===== src/design/edm_defs.svh =====
// Purpose: constants of the energy detect measurement block
// Assumes: 250 MHz pclk
// Notes: all counts derived from times in microseconds
// What this block does
// - Energy averages strength over eight symbols, 128us.
// - High rate automatic measurement lasts 32us.
// - High rate manual measurement still 128us listening.
// - Any write to result register requests measurement.
// - Header detect starts automatic measurement, no interrupt.
// - Host requests manual only in receive states; edm_host forwards a start request in any state.
// - Manual end stores result, raises done event.
// - Request outside receive: done event, no measurement.
// - Basic mode value valid 108us after frame start.
// - Extended mode host reads within 224us.
// - No update after automatic result within frame.
// - Result range 0x00 to 0x53 only.
// - Result resets to all ones until the first measurement ends.
// - Zero means floor; n means floor plus n.
// - Host may disable header detect before manual.
// - Host avoids manual requests in extended mode.
// - Extended mode host uses frame end timing.
`ifndef EDM_DEFS_SVH
`define EDM_DEFS_SVH
`define EDM_CLK_MHZ 250
`define EDM_MEAS_US 128
`define EDM_MEAS_HDR_US 32
`define EDM_PROC_US 12
`define EDM_AUTO_VALID_US 108
`define EDM_READ_LIMIT_US 224
`define EDM_HDR_SYNC_US 96
`define EDM_MEAS_CYC (`EDM_MEAS_US * `EDM_CLK_MHZ)
`define EDM_MEAS_HDR_CYC (`EDM_MEAS_HDR_US * `EDM_CLK_MHZ)
`define EDM_PROC_CYC (`EDM_PROC_US * `EDM_CLK_MHZ)
`define EDM_SYMBOLS 8
`define EDM_CNT_W 16
`define EDM_ADDR_W 6
`define EDM_RESULT_OFS 6'h07
`define EDM_RESULT_RESET 8'hff
`define EDM_LEVEL_MAX 8'h53
`define EDM_STRENGTH_MAX 8'h53
// Own APB registers of the host controller
`define EDM_APB_CTRL 12'h000
`define EDM_APB_STATUS 12'h004
`define EDM_APB_RESULT 12'h008
`define EDM_CTRL_START_BIT 0
`define EDM_CTRL_READ_BIT 1
`define EDM_STAT_BUSY_BIT 0
`define EDM_STAT_DONE_BIT 1
`endif


===== src/design/edm_pkg.sv =====
// Purpose: shared types of the energy detect block
// Assumes: nothing
// Notes: one-hot state codes
`default_nettype none
package edm_pkg;
  typedef enum logic [2:0] {
    EDM_IDLE = 3'h1,
    EDM_MEAS = 3'h2,
    EDM_PROC = 3'h4
  } edm_state_t;
  typedef enum logic [3:0] {
    EDM_H_IDLE = 4'h1,
    EDM_H_REQ = 4'h2,
    EDM_H_WAIT = 4'h4,
    EDM_H_READ = 4'h8
  } edm_host_state_t;
endpackage
`default_nettype wire


===== src/design/edm_if.sv =====
// Purpose: register port and events between host and device
// Assumes: single pclk domain
// Notes: one-cycle strobes for reg_wr and reg_rd
`default_nettype none
interface edm_if (
  input wire logic pclk
);
  logic reg_wr;
  logic reg_rd;
  logic [5:0] reg_addr;
  logic [7:0] reg_wdata;
  logic [7:0] reg_rdata;
  logic measure_done_event;
  logic frame_end_event;
  modport device (
    input reg_wr, reg_rd, reg_addr, reg_wdata,
    output reg_rdata, measure_done_event, frame_end_event
  );
  modport host (
    output reg_wr, reg_rd, reg_addr, reg_wdata,
    input reg_rdata, measure_done_event, frame_end_event
  );
endinterface
`default_nettype wire


===== src/design/edm_average.sv =====
// Purpose: sums strength samples and scales to an 8-bit level
// Assumes: sample strobe eight times per window
// Notes: result clamped to the valid range
`default_nettype none
`include "edm_defs.svh"
module edm_average
  import edm_pkg::*;
(
  // Clock and reset
  input wire logic pclk,
  input wire logic presetn,
  // Control
  input wire logic clear,
  input wire logic sample,
  input wire logic [7:0] strength,
  // Result
  output logic [7:0] level
);
  logic [10:0] acc;
  logic [10:0] next_acc;
  logic [7:0] avg;
  always_comb begin
    next_acc = acc;
    if (clear) begin
      next_acc = 11'h000;
    end else if (sample) begin
      next_acc = acc + {3'h0, strength};
    end
  end
  always_ff @(posedge pclk or negedge presetn) begin
    if (!presetn) begin
      acc <= 11'h000;
    end else begin
      acc <= next_acc;
    end
  end
  always_comb begin
    avg = acc[10:3];
    level = (avg > `EDM_LEVEL_MAX) ? `EDM_LEVEL_MAX : avg;
  end
endmodule
`default_nettype wire


===== src/design/edm_device.sv =====
// Purpose: energy detect measurement of the transceiver
// Assumes: strength input in 1 dB steps above the floor
// Notes: result register at the documented offset
`default_nettype none
`include "edm_defs.svh"
module edm_device
  import edm_pkg::*;
(
  // Clock and reset
  input wire logic pclk,
  input wire logic presetn,
  // Register side
  edm_if.device bus,
  // Receiver side
  input wire logic rx_listen,
  input wire logic rx_busy,
  input wire logic high_rate,
  input wire logic header_detect,
  input wire logic header_detect_off,
  input wire logic frame_end,
  input wire logic [7:0] strength,
  // Status
  output logic measuring
);
  // Control state
  edm_state_t state;
  edm_state_t next_state;
  logic [`EDM_CNT_W-1:0] cnt;
  logic [`EDM_CNT_W-1:0] next_cnt;
  logic [`EDM_CNT_W-1:0] limit;
  logic [`EDM_CNT_W-1:0] next_limit;
  logic is_manual;
  logic next_is_manual;

  // Result, frame lock and done event
  logic frame_locked;
  logic next_frame_locked;
  logic [7:0] energy_level_value;
  logic [7:0] next_energy_level_value;
  logic done_pulse;
  logic next_done_pulse;
  logic [7:0] next_rdata;
  logic [7:0] rdata;

  // Request decode and sampling
  logic manual_req;
  logic auto_req;
  logic clear_acc;
  logic sample;
  logic [7:0] avg_level;
  logic in_rx;
  logic [`EDM_CNT_W-1:0] sym_len;

  // Symbol pacing
  logic [`EDM_CNT_W-1:0] sym_cnt;
  logic [`EDM_CNT_W-1:0] next_sym_cnt;
  logic [2:0] sym_idx;
  logic [2:0] next_sym_idx;
  logic sym_end;

  assign in_rx = rx_listen | rx_busy;
  assign manual_req = bus.reg_wr && bus.reg_addr == `EDM_RESULT_OFS;
  assign auto_req = header_detect && !header_detect_off;
  // Window is eight symbols; a symbol counter avoids a divider
  assign sym_len = limit >> 3;
  assign sym_end = sym_cnt == sym_len - 1'b1;
  assign sample = state == EDM_MEAS && sym_len != '0 && sym_end;

  edm_average u_avg (
    .pclk(pclk),
    .presetn(presetn),
    .clear(clear_acc),
    .sample(sample),
    .strength(strength),
    .level(avg_level)
  );

  // Symbol pacing: one strength sample at the end of each symbol
  always_comb begin
    next_sym_cnt = sym_cnt;
    next_sym_idx = sym_idx;
    if (state != EDM_MEAS) begin
      next_sym_cnt = '0;
      next_sym_idx = 3'h0;
    end else if (sym_end) begin
      // Restart at every symbol boundary
      next_sym_cnt = '0;
      next_sym_idx = sym_idx + 3'h1;
    end else begin
      next_sym_cnt = sym_cnt + 1'b1;
    end
  end

  always_ff @(posedge pclk or negedge presetn) begin
    if (!presetn) begin
      sym_cnt <= '0;
      sym_idx <= 3'h0;
    end else begin
      sym_cnt <= next_sym_cnt;
      sym_idx <= next_sym_idx;
    end
  end

  always_comb begin
    next_state = state;
    next_cnt = cnt;
    next_limit = limit;
    next_is_manual = is_manual;
    next_frame_locked = frame_locked;
    next_energy_level_value = energy_level_value;
    next_done_pulse = 1'b0;
    clear_acc = 1'b0;
    // Frame lock ends with the frame or the busy receive
    if (frame_end || !rx_busy) begin
      next_frame_locked = 1'b0;
    end
    // Measurement sequencing
    case (state)
      EDM_IDLE: begin
        if (auto_req) begin
          next_state = EDM_MEAS;
          next_is_manual = 1'b0;
          next_cnt = '0;
          next_frame_locked = 1'b0;
          next_limit = high_rate ? `EDM_CNT_W'(`EDM_MEAS_HDR_CYC) : `EDM_CNT_W'(`EDM_MEAS_CYC);
          clear_acc = 1'b1;
        end else if (manual_req) begin
          if (in_rx && !frame_locked) begin
            next_state = EDM_MEAS;
            next_is_manual = 1'b1;
            next_cnt = '0;
            next_limit = `EDM_CNT_W'(`EDM_MEAS_CYC);
            clear_acc = 1'b1;
          end else begin
            next_done_pulse = 1'b1;
          end
        end
      end
      EDM_MEAS: begin
        next_cnt = cnt + 1'b1;
        if (sample && sym_idx == 3'h7) begin
          next_state = EDM_PROC;
          next_cnt = '0;
        end
      end
      EDM_PROC: begin
        next_cnt = cnt + 1'b1;
        if (cnt == `EDM_CNT_W'(`EDM_PROC_CYC - 1)) begin
          next_state = EDM_IDLE;
          next_energy_level_value = avg_level;
          if (is_manual) begin
            next_done_pulse = 1'b1;
          end else begin
            next_frame_locked = rx_busy;
          end
        end
      end
      default: begin
        next_state = EDM_IDLE;
      end
    endcase
    // A manual request during an automatic measurement still gets its done event
    if (state != EDM_IDLE && manual_req && !is_manual) begin
      next_done_pulse = 1'b1;
    end
  end

  always_ff @(posedge pclk or negedge presetn) begin
    if (!presetn) begin
      state <= EDM_IDLE;
      cnt <= '0;
      limit <= '0;
      is_manual <= 1'b0;
      frame_locked <= 1'b0;
      energy_level_value <= `EDM_RESULT_RESET;
      done_pulse <= 1'b0;
    end else begin
      state <= next_state;
      cnt <= next_cnt;
      limit <= next_limit;
      is_manual <= next_is_manual;
      frame_locked <= next_frame_locked;
      energy_level_value <= next_energy_level_value;
      done_pulse <= next_done_pulse;
    end
  end

  // Read path: the stored level reaches the port one cycle after it lands
  always_comb begin
    next_rdata = energy_level_value;
  end

  always_ff @(posedge pclk or negedge presetn) begin
    if (!presetn) begin
      rdata <= `EDM_RESULT_RESET;
    end else begin
      rdata <= next_rdata;
    end
  end

  assign bus.reg_rdata = (bus.reg_addr == `EDM_RESULT_OFS) ? rdata : 8'h00;
  assign bus.measure_done_event = done_pulse;
  assign bus.frame_end_event = frame_end;
  assign measuring = state != EDM_IDLE;
endmodule
`default_nettype wire


===== src/flat_wrapper.sv =====
// flat-port wrapper written by rule: the top's interface ports become plain ports
module edm_device_flat import edm_pkg::*;
  (pclk, presetn, rx_listen, rx_busy, high_rate, header_detect, header_detect_off, frame_end, strength, measuring, bus_reg_wr, bus_reg_rd, bus_reg_addr, bus_reg_wdata, bus_reg_rdata, bus_measure_done_event, bus_frame_end_event);
  edm_if bus_i (.pclk(pclk));
  input wire logic pclk;
  input wire logic presetn;
  input wire logic rx_listen;
  input wire logic rx_busy;
  input wire logic high_rate;
  input wire logic header_detect;
  input wire logic header_detect_off;
  input wire logic frame_end;
  input wire logic [7:0] strength;
  output logic measuring;
  input wire logic [$bits(bus_i.reg_wr)-1:0] bus_reg_wr;
  input wire logic [$bits(bus_i.reg_rd)-1:0] bus_reg_rd;
  input wire logic [$bits(bus_i.reg_addr)-1:0] bus_reg_addr;
  input wire logic [$bits(bus_i.reg_wdata)-1:0] bus_reg_wdata;
  output wire logic [$bits(bus_i.reg_rdata)-1:0] bus_reg_rdata;
  output wire logic [$bits(bus_i.measure_done_event)-1:0] bus_measure_done_event;
  output wire logic [$bits(bus_i.frame_end_event)-1:0] bus_frame_end_event;
  assign bus_i.reg_wr = bus_reg_wr;
  assign bus_i.reg_rd = bus_reg_rd;
  assign bus_i.reg_addr = bus_reg_addr;
  assign bus_i.reg_wdata = bus_reg_wdata;
  assign bus_reg_rdata = bus_i.reg_rdata;
  assign bus_measure_done_event = bus_i.measure_done_event;
  assign bus_frame_end_event = bus_i.frame_end_event;
  edm_device u_core (.pclk(pclk), .presetn(presetn), .bus(bus_i), .rx_listen(rx_listen), .rx_busy(rx_busy), .high_rate(high_rate), .header_detect(header_detect), .header_detect_off(header_detect_off), .frame_end(frame_end), .strength(strength), .measuring(measuring));
endmodule

===== config.mk =====
export PLATFORM = sky130hd
export DESIGN_NAME = edm_device_flat
export DESIGN_NICKNAME = d
export VERILOG_FILES = /design/src/design/edm_pkg.sv /design/src/design/edm_if.sv /design/src/design/edm_average.sv /design/src/design/edm_device.sv /design/src/flat_wrapper.sv
export VERILOG_INCLUDE_DIRS = /design/src /design/src/design
export SDC_FILE = /design/constraint.sdc
export NUM_CORES = 1
export LEC_CHECK = 0
export BUFFER_PORTS_ARGS = -buffer_cell sky130_fd_sc_hd__buf_2
export CORE_UTILIZATION = 25
export CTS_CLUSTER_DIAMETER = 150
export DETAILED_ROUTE_END_ITERATION = 12
export GPL_TIMING_DRIVEN = 0
export HOLD_SLACK_MARGIN = 0.12
export PLACE_DENSITY_LB_ADDON = 0.3
export SLEW_MARGIN = 40
export SYNTH_ARGS = -nofsm -noshare
export SYNTH_HDL_FRONTEND = slang
export SYNTH_SLANG_ARGS = --single-unit
export TNS_END_PERCENT = 20

===== constraint.sdc =====
create_clock -name pclk -period 4.7 [get_ports pclk]
set_input_delay 0 -clock pclk [delete_from_list [all_inputs] [get_ports pclk]]
set_output_delay 0 -clock pclk [all_outputs]
set_load 0.05 [all_outputs]

==> flow_metrics.tcl, run 1 <==
set metrics [dict create \
    ys_async_sr_fraction 1.00 \
    clock-skew-final_ps 8.51 \
    finish.instance_area_um2 4770 \
    yosys.area.top_type_share 0.346 \
    viasPerCell 4.59 \
    cellLeakagePower_nw 2.11 \
    power_per_cell_area_nw_per_um2 366 \
    status "completed" \
    layout.area.seq_um2 1800 \
    vdd_drop_max_uv 180 \
    cts_inserted_buffers 9 \
    fill_cells 1605 \
    complex_gate_fraction_of_the_synthesized_area 0.151 \
    drt_first_iter_violations 197 \
    place.port_buffers 33 \
    path_max_fanout 8 \
    synth_nets 439 \
    synth_top_family_by_area "simple AND/OR/NAND/NOR gates" \
    ys.warnings.count 0 \
    setup_viol_count_final 0 \
    synth.distinct_cells 58 \
    global_route_wire_length_before_repair_um 14200 \
    synth_adder_area_share 0.0563 \
    antenna_found_initial 0 \
    io_pins 43 \
    postLayoutCoreUtil 0.312 \
    clock_path_buffers 2 \
    post-synth-top-count-cell "dfrtp_1" \
    cp-end-kind "register" \
    post_synth_and_or_nand_nor_area_fraction 0.240 \
    floorplan.die.width_um 127 \
    crit_start "u_core.state[0]" \
    clk_root_buffer_cell "clkbuf_16" \
    drt_wl_total_um 8360 \
    gr-total-overflow 0 \
    cts_tree "yes" \
    cp_common_cell "dlygate4sd3_1" \
    cp_slowest_stage_delay_ps 600 \
    max_slew.worst_pin.slew_ps 646 \
    cts-resized-gates 0 \
    timing_max_transition_violations_final 0 \
    worstSetupPathType "register to register" \
    dp.final_hpwl_um 5900 \
    globalplace.congestion 0.798 \
    synth-edff-count 0 \
    multi_input_comb_area_um2 2000 \
    wl_per_cell_um 12.6 \
    cp-start-kind "register" \
    largest_net_degree_at_the_start_of_global_routing 45 \
    timing_hold_violations_final 0 \
    mappedNetlistArea_um2 3910 \
    final_layout_size_suffix_gt1_frac 0.193 \
    global_route.peak_usage_layer "met2" \
    synth-main-ff-cell "dfrtp_1" \
    path_cells "clkbuf_1 -> nor3b_1 -> nand4_1 -> dlygate4sd3_1 -> a21oi_1 -> dlygate4sd3_1" \
    met1_usage 0.140 \
    via_count_of_the_first_global_routing_pass 2995 \
    ratio_of_final_minimum_period_to_clock_period 0.587 \
    clock_sinks 71 \
    antenna_left 0 \
    yosys-top-cells-count "dfrtp_1, nor2_1, nand2_1, dfstp_2" \
    rows 45 \
    clkSlewWorstSetupHoldPaths_ps 60 \
    n_antenna_cell 0 \
    period_needed_ps 2760 \
    core-area_um2 15300 \
    area_growth_syn_to_layout_pct 21.9 \
    syn_area_per_cell_um2 10.0 \
    synth_xor_xnor_area_share 0.0538 \
    timing.max_slew.rel_slack 0.565 \
    global_route.usage.met2 0.179 \
    required_ps 4970 \
    num-nets-final 495 \
    yosys-mux-area-fraction 0.0106 \
    detail_route.first_pass.iterations 5 \
    ys_ff_latch 71 \
    hold_path_class "primary input to async pin" \
    via_count 3037 \
    yosysSeqAreaShare 0.460 \
    post_dp_cell_area_um2 4370 \
    grt_setup_unrepaired "false" \
    grtUsageTotal 0.110 \
    grtUsageMet3 0.0239 \
    die_area_um2 16100 \
    clock_latency_ps 330 \
    clock_tree.htree_level_count 3 \
    worst_path_max_delay_cell "dlygate4sd3_1" \
    post_synth_inst_count 390 \
    maxClockFrequency_mhz 362 \
    rr_startpoint "u_core.state[0]" \
    worst-endpoint-arrival_ps 3030 \
    start_util 0.256 \
    synth_top_area_cell "dfrtp_1" \
    fp.dieH_um 127 \
    postCtsSetupRepairBufs 0 \
    maxCapViolCount 0 \
    post-route-drc-count 0 \
    finalSetupTns_ps 0 \
    synth.top_cells.by_area "dfrtp_1, dfstp_2, ha_1, nor2_1, xor2_1" \
]
[flip-flops by register name (all words and copies together) (netlist names)]
name / cells
u_core.limit: 3
u_core.sym_idx: 3
u_core.is_manual: 1
u_core.state: 3
u_core.frame_locked: 1
u_core.sym_cnt: 16
u_core.u_avg.acc: 11
u_core.energy_level_value: 8
u_core.rdata: 8
u_core.bus.measure_done_event: 1
u_core.cnt: 16
[worst max-delay path: cells and delay by family (launching register included)]
family / cells / cell delay [ps]
buffers and inverters: 3 / 1440
and+or+nand+nor: 2 / 610
DFF: 1 / 510
AOI/OAI and AO/OA: 1 / 140
[routing by layer]
layer | wire (um) | vias up
met1 | 4180 | 1458
met5 | 0 | -
met4 | 125 | 0
met2 | 3800 | 46
li1 | - | 1523
met3 | 252 | 10
[kinds of logic after synthesis]
kind of cell | count (synthesis)
simple gates | 166
compound gates | 82
buf+inv | 26
mux | 4
xor+xnor | 24
flops | 71
fa+ha+maj | 17
[report_power, final]
part	internal, mW	switching, mW	total [mW]
sequential	0.645	0.0373	0.683
clock	0.374	0.271	0.645
combinational	0.134	0.283	0.417
total	1.15	0.591	1.75
[metrics by stage]
stage / setup slack, ps / power [mW] / hold slack (ps) / instances
3_5_place_dp: 1970 / 1.11 / -98.8 / 635
4_1_cts: 1950 / 1.77 / 121 / 662
5_1_grt: 1730 / 1.85 / 142 / 662
2_1_floorplan: 2300 / 0.977 / -296 / 390
3_3_place_gp: 1990 / 1.10 / 273 / 634
6_report: 1940 / 1.75 / 112 / 662
[repair_timing]
| action | CTS | global route |
|---|---|---|
| hold buffers | 11 | 0 |
| endpoints found under the setup margin | 0 | 0 |
| hold endpoints to repair | 75 | 0 |
[cell type report]
class / instances / share of cell area
Clock inverter: 6 / 0.00919
Timing Repair Buffer: 45 / 0.0648
Buffer: 16 / 0.0150
Sequential cell: 71 / 0.377
Clock buffer: 10 / 0.0501
Multi-Input combinational cell: 293 / 0.420
Tap cell: 211 / 0.0554
Inverter: 10 / 0.00788
[layout by cell type (no fill, tap or decap), types with 11 or more instances in the layout]
master / n
dlygate4sd3_1: 11
nand2_1: 29
ha_1: 16
nor2_1: 41
o21ai_0: 14
and2_1: 13
xor2_1: 16
and3_1: 12
buf_2: 38
nand3_1: 13
dfstp_2: 17
dfrtp_1: 54
[path summary, 6_finish.rpt]
path	endpoint	slack, ps	cells past startpoint
setup / recovery	u_core.is_manual	1940	6
hold / removal	u_core.cnt[15]	110	2
setup reg to reg	u_core.is_manual	1940	6
hold reg to reg	u_core.rdata[7]	360	0
max in group asynchronous	u_core.energy_level_value[1]	4030	3
min in group pclk	u_core.u_avg.acc[7]	180	4
No activity file was read; power rests on OpenSTA's default activity.
==> run 2, diff against run 1 <==
clock period = 2.9 ns   (was 4.7 ns; I/O delays follow)
==> flow_metrics.tcl, run 2 (synthesized netlist as in run 1, its figures left out) <==
set metrics [dict create \
    status "completed" \
    path_cells "inv_1 -> ha_1 -> xor2_2 -> nand4_4 -> nor4_4 -> a41o_2 -> buf_2 -> nor2_1 -> a311o_1" \
    worst-endpoint-arrival_ps 2860 \
    cellLeakagePower_nw 2.12 \
    grtUsageTotal 0.110 \
    detail_route.first_pass.iterations 5 \
    required_ps 3110 \
    timing.max_slew.rel_slack 0.565 \
    floorplan.die.width_um 127 \
    largest_net_degree_at_the_start_of_global_routing 45 \
    clock_path_buffers 2 \
    maxClockFrequency_mhz 377 \
    start_util 0.256 \
    die_area_um2 16100 \
    power.internal_mw 1.88 \
    cp-end-kind "register" \
    setup_viol_count_final 0 \
    p_switching_uw 963 \
    gr-total-overflow 0 \
    clk_root_buffer_cell "clkbuf_16" \
    maxCapViolCount 0 \
    rows 45 \
    place.port_buffers 33 \
    cts_tree "yes" \
    layout.area.seq_um2 1800 \
    rr_startpoint "u_core.limit[9]" \
    power_per_cell_area_nw_per_um2 594 \
    ratio_of_final_minimum_period_to_clock_period 0.915 \
    drt_wl_total_um 8350 \
    most-common-layout-cells "dfrtp_1, nor2_1, buf_2, nand2_1, dfstp_2" \
    viasPerCell 4.59 \
    global_route_wire_length_before_repair_um 14200 \
    fill_cells 1608 \
    drt_first_iter_violations 190 \
    timing.final.ws_setup_ps 248 \
    via_count 3038 \
    hold_path_class "primary input to async pin" \
    combPwrFrac 0.242 \
    antenna_found_initial 0 \
    wl_per_cell_um 12.6 \
    reg_top3 "u_core.cnt x16, u_core.sym_cnt x16, u_core.u_avg.acc x11" \
    clock_latency_ps 330 \
    n_antenna_cell 0 \
    timing_hold_violations_final 0 \
    vdd_drop_max_uv 293 \
    cp-start-kind "register" \
    area_growth_syn_to_layout_pct 22.4 \
    clock_power_share 0.369 \
    max_slew.worst_pin.slew_ps 646 \
    path_max_fanout 10 \
    multi_input_comb_area_um2 2020 \
    post-place-ws_ps 173 \
    globalplace.congestion 0.798 \
    post-route-drc-count 0 \
    cts_inserted_buffers 9 \
    clock_sinks 71 \
    clock_tree.htree_level_count 3 \
    grt_setup_unrepaired "false" \
    worstSetupPathType "register to register" \
    clkSlewWorstSetupHoldPaths_ps 60 \
    timing_max_transition_violations_final 0 \
    layout_commonest_cell "dfrtp_1" \
    crit_start "u_core.limit[9]" \
    period_needed_ps 2650 \
    io_pins 43 \
    num-nets-final 495 \
    finalSetupTns_ps 0 \
    final_layout_size_suffix_gt1_frac 0.202 \
    cp_slowest_stage_delay_ps 440 \
    power.sequential.fraction 0.390 \
    core-area_um2 15300 \
    postCtsSetupRepairBufs 0 \
    switching_share 0.339 \
    worst_path_max_delay_cell "dfrtp_1" \
    via_count_of_the_first_global_routing_pass 2995 \
    antenna_left 0 \
    fp.dieH_um 127 \
    dp.final_hpwl_um 5900 \
    clock-skew-final_ps 8.66 \
]
==> run 2: cell types whose count changed in the layout (fill, tap and decap cells not counted) <==
cell,before,now
xor2_1,16,15
o21ai_1,2,1
nor3b_2,0,1
nor3b_1,3,2
xor2_2,0,1
clkbuf_4,0,1
dfrtp_1,54,53
buf_2,38,37
o21ai_2,0,1
dfrtp_2,0,1
==> run 2: area by class of cell <==
type | instances | area share
Buffer | 16 | 0.0154
Clock buffer | 10 | 0.0499
Clock inverter | 6 | 0.00915
Inverter | 10 | 0.00784
Multi-Input combinational cell | 293 | 0.422
Sequential cell | 71 | 0.376
Tap cell | 211 | 0.0552
Timing Repair Buffer | 45 | 0.0646
==> run 2: power by group through the flow <==
stage | Sequential [mW] | Clock (mW) | Combinational (mW)
2_1_floorplan | 1.11 | 0 | 0.474
3_3_place_gp | 1.12 | 0 | 0.654
3_5_place_dp | 1.12 | 0 | 0.673
4_1_cts | 1.11 | 1.09 | 0.684
5_1_grt | 1.11 | 1.12 | 0.773
6_report | 1.11 | 1.05 | 0.686
==> run 2: path summary, 6_finish.rpt <==
path	cells past startpoint	slack, ps	endpoint
worst min-delay path	2	110	u_core.cnt[15]
worst max-delay path	9	250	u_core.cnt[6]
worst min register to register	0	360	u_core.rdata[7]
min in group pclk	4	180	u_core.u_avg.acc[7]
worst max register to register	9	250	u_core.cnt[6]
max in group asynchronous	3	2230	u_core.rdata[1]
==> run 2: timing repair <==
action / 4_1_cts / 5_1_grt
gates resized for setup: 0 / 5
hold endpoints to repair: 75 / 0
setup endpoints to repair: 0 / 17
hold buffers: 11 / 0
==> run 2: per-stage QoR <==
step	util	instance area, um2	cells	power, mW	hold WS, ps
2_1_floorplan	-	3910	390	1.58	-296
3_3_place_gp	0.284	4340	634	1.78	273
3_5_place_dp	0.287	4370	635	1.80	-98.8
4_1_cts	0.312	4770	662	2.88	121
5_1_grt	0.314	4790	662	3.00	142
6_report	0.314	4790	662	2.84	111
==> run 2: worst max-delay path: cells and delay by family, from the launching register on <==
family	cells	cell delay, ps
adder cells (fa/ha/maj)	1	340
AND/OR/NAND/NOR	3	590
flip-flops	1	440
buffers and inverters	2	350
XOR/XNOR	1	170
AO/OA/AOI/OAI	2	620
==> run 2: layer usage <==
metal	up-vias	GRT usage	routed length (um)
li1	1522	-	-
met1	1460	0.140	4130
met2	46	0.179	3840
met3	10	0.0239	270
met4	0	0.0490	114
met5	-	0	0
==> run 3, diff against run 2 <==
CELL_PAD_IN_SITES_DETAIL_PLACEMENT = 2   (was not set)
CELL_PAD_IN_SITES_GLOBAL_PLACEMENT = 2   (was not set)
==> flow_metrics.tcl, run 3 (synthesized netlist as in run 1, its figures left out) <==
set metrics [dict create \
    rr_startpoint "u_core.limit[9]" \
    dp.final_hpwl_um 7640 \
    worst-endpoint-arrival_ps 2920 \
    via_count 3188 \
    finish.instance_area_um2 4760 \
    reg_top3 "u_core.cnt x16, u_core.sym_cnt x16, u_core.u_avg.acc x11" \
    post-place-ws_ps 76.3 \
    hold_path_class "primary input to register" \
    fill_cells 1693 \
    timing.max_slew.rel_slack 0.513 \
    fp.dieH_um 127 \
    timing.final.ws_setup_ps 211 \
    cts_inserted_buffers 9 \
    hold_path_end "u_core.is_manual" \
    viasPerCell 4.84 \
    grtUsageTotal 0.143 \
    cellLeakagePower_nw 2.11 \
    cts_tree "yes" \
    wl_per_cell_um 15.8 \
    cp-end-kind "register" \
    worstSetupPathType "register to register" \
    clkSlewWorstSetupHoldPaths_ps 70 \
    n_antenna_cell 0 \
    worst_path_max_delay_cell "dfrtp_2" \
    clk_root_buffer_cell "clkbuf_16" \
    ff2ff_setup_slack_ps 210 \
    vdd_drop_max_uv 284 \
    place.port_buffers 33 \
    worstReg2RegEnd "u_core.cnt[6]" \
    post_dp_cell_area_um2 4370 \
    antenna_left 0 \
    timing_hold_violations_final 0 \
    postCtsSetupRepairBufs 0 \
    clock_latency_ps 350 \
    global_route_wire_length_before_repair_um 17900 \
    clock-skew-final_ps 11.8 \
    layout_commonest_cell "dfrtp_1" \
    core-area_um2 15300 \
    setup_viol_count_final 0 \
    required_ps 3130 \
    floorplan.die.width_um 127 \
    most-common-layout-cells "dfrtp_1, nor2_1, buf_2, nand2_1, dfstp_2" \
    grt_setup_unrepaired "true" \
    drt_wl_total_um 10400 \
    power_per_cell_area_nw_per_um2 612 \
    worstRegToRegCells 9 \
    num-nets-final 492 \
    maxClockFrequency_mhz 372 \
    path_max_fanout 10 \
    clock_path_buffers 2 \
    path_cells "inv_1 -> ha_1 -> xor2_1 -> nand4_4 -> nor4_4 -> a41o_2 -> buf_2 -> nor2_1 -> a311o_1" \
    final_layout_size_suffix_gt1_frac 0.201 \
    clock_tree.htree_level_count 3 \
    period_needed_ps 2690 \
    antenna_found_initial 0 \
    rows 45 \
    clock_sinks 71 \
    drt_first_iter_violations 116 \
    post-route-drc-count 0 \
    cp_slowest_stage_delay_ps 430 \
    ratio_of_final_minimum_period_to_clock_period 0.927 \
    maxCapViolCount 0 \
    max_slew.worst_pin.slew_ps 729 \
    largest_net_degree_at_the_start_of_global_routing 57 \
    die_area_um2 16100 \
    area_growth_syn_to_layout_pct 21.6 \
    timing_max_transition_violations_final 0 \
    gr-total-overflow 0 \
    globalplace.congestion 0.751 \
    totalPowerFinal_mw 2.91 \
    cp-start-kind "register" \
    io_pins 43 \
    status "completed" \
    start_util 0.256 \
    via_count_of_the_first_global_routing_pass 3518 \
    whs_path_depth 5 \
    final_cells 659 \
    dp_cells 635 \
    detail_route.first_pass.iterations 4 \
    hold_path.startpoint "rx_listen" \
]
==> run 3: worst max-delay path, delay by kind of cell (launching register included) <==
family	cells	cell delay [ps]
buffers and inverters	2	340
DFF	1	430
xor gates and xnor gates	1	220
and+or+nand+nor	3	630
adders and majority gates	1	330
AOI/OAI and AO/OA	2	630
==> run 3: layer usage <==
layer / share of wire / vias up / GRT usage / wire (um)
met4: 0.021 / 0 / 0.0581 / 222
met5: 0 / - / 0 / 0
met2: 0.51 / 33 / 0.242 / 5270
li1: - / 1512 / - / -
met3: 0.028 / 17 / 0.0352 / 291
met1: 0.44 / 1626 / 0.174 / 4620
==> run 3: worst max-delay path by stage <==
stage / startpoint / end / slack, ps / depth (start not counted)
6_report: u_core.limit[9] / u_core.cnt[6] / 210 / 9
5_1_grt: u_core.state[0] / u_core.cnt[8] / -10 / 8
4_1_cts: u_core.limit[9] / u_core.sym_cnt[14] / 60 / 11
3_5_place_dp: u_core.limit[9] / u_core.sym_cnt[7] / 80 / 11
3_3_place_gp: u_core.limit[9] / u_core.sym_cnt[14] / 150 / 11
2_1_floorplan: u_core.limit[9] / u_core.cnt[6] / 500 / 9
==> run 3: where the power goes <==
part           internal, mW  switching, mW
Sequential             1.05         0.0650
Clock                 0.601          0.490
Combinational         0.216          0.492
Total                  1.86           1.05
==> run 3: area by class of cell <==
| cell class | instances | area, um2 | area share |
|---|---|---|---|
| multi-input combinational | 293 | 2010 | 0.422 |
| clock inverter | 7 | 63.8 | 0.0134 |
| tap | 211 | 264 | 0.0555 |
| inverter | 10 | 37.5 | 0.00789 |
| clock buffer | 9 | 225 | 0.0474 |
| timing repair buffer | 44 | 294 | 0.0618 |
| sequential | 71 | 1800 | 0.379 |
| buffer | 14 | 62.6 | 0.0132 |
==> run 3: metrics by stage <==
step | TNS (ps) | util | hold WS [ps]
floorplan | 0 | - | -296
global placement | 0 | 0.284 | 269
detailed placement | 0 | 0.287 | -149
CTS | 0 | 0.312 | 142
global route | -11.8 | 0.312 | 200
finish | 0 | 0.312 | 162
==> run 3: timing repair <==
item	4_1_cts	5_1_grt
endpoints found under the setup margin	0	30
endpoints found under the hold margin	80	0
resized for setup	0	3
hold buffers	10	0
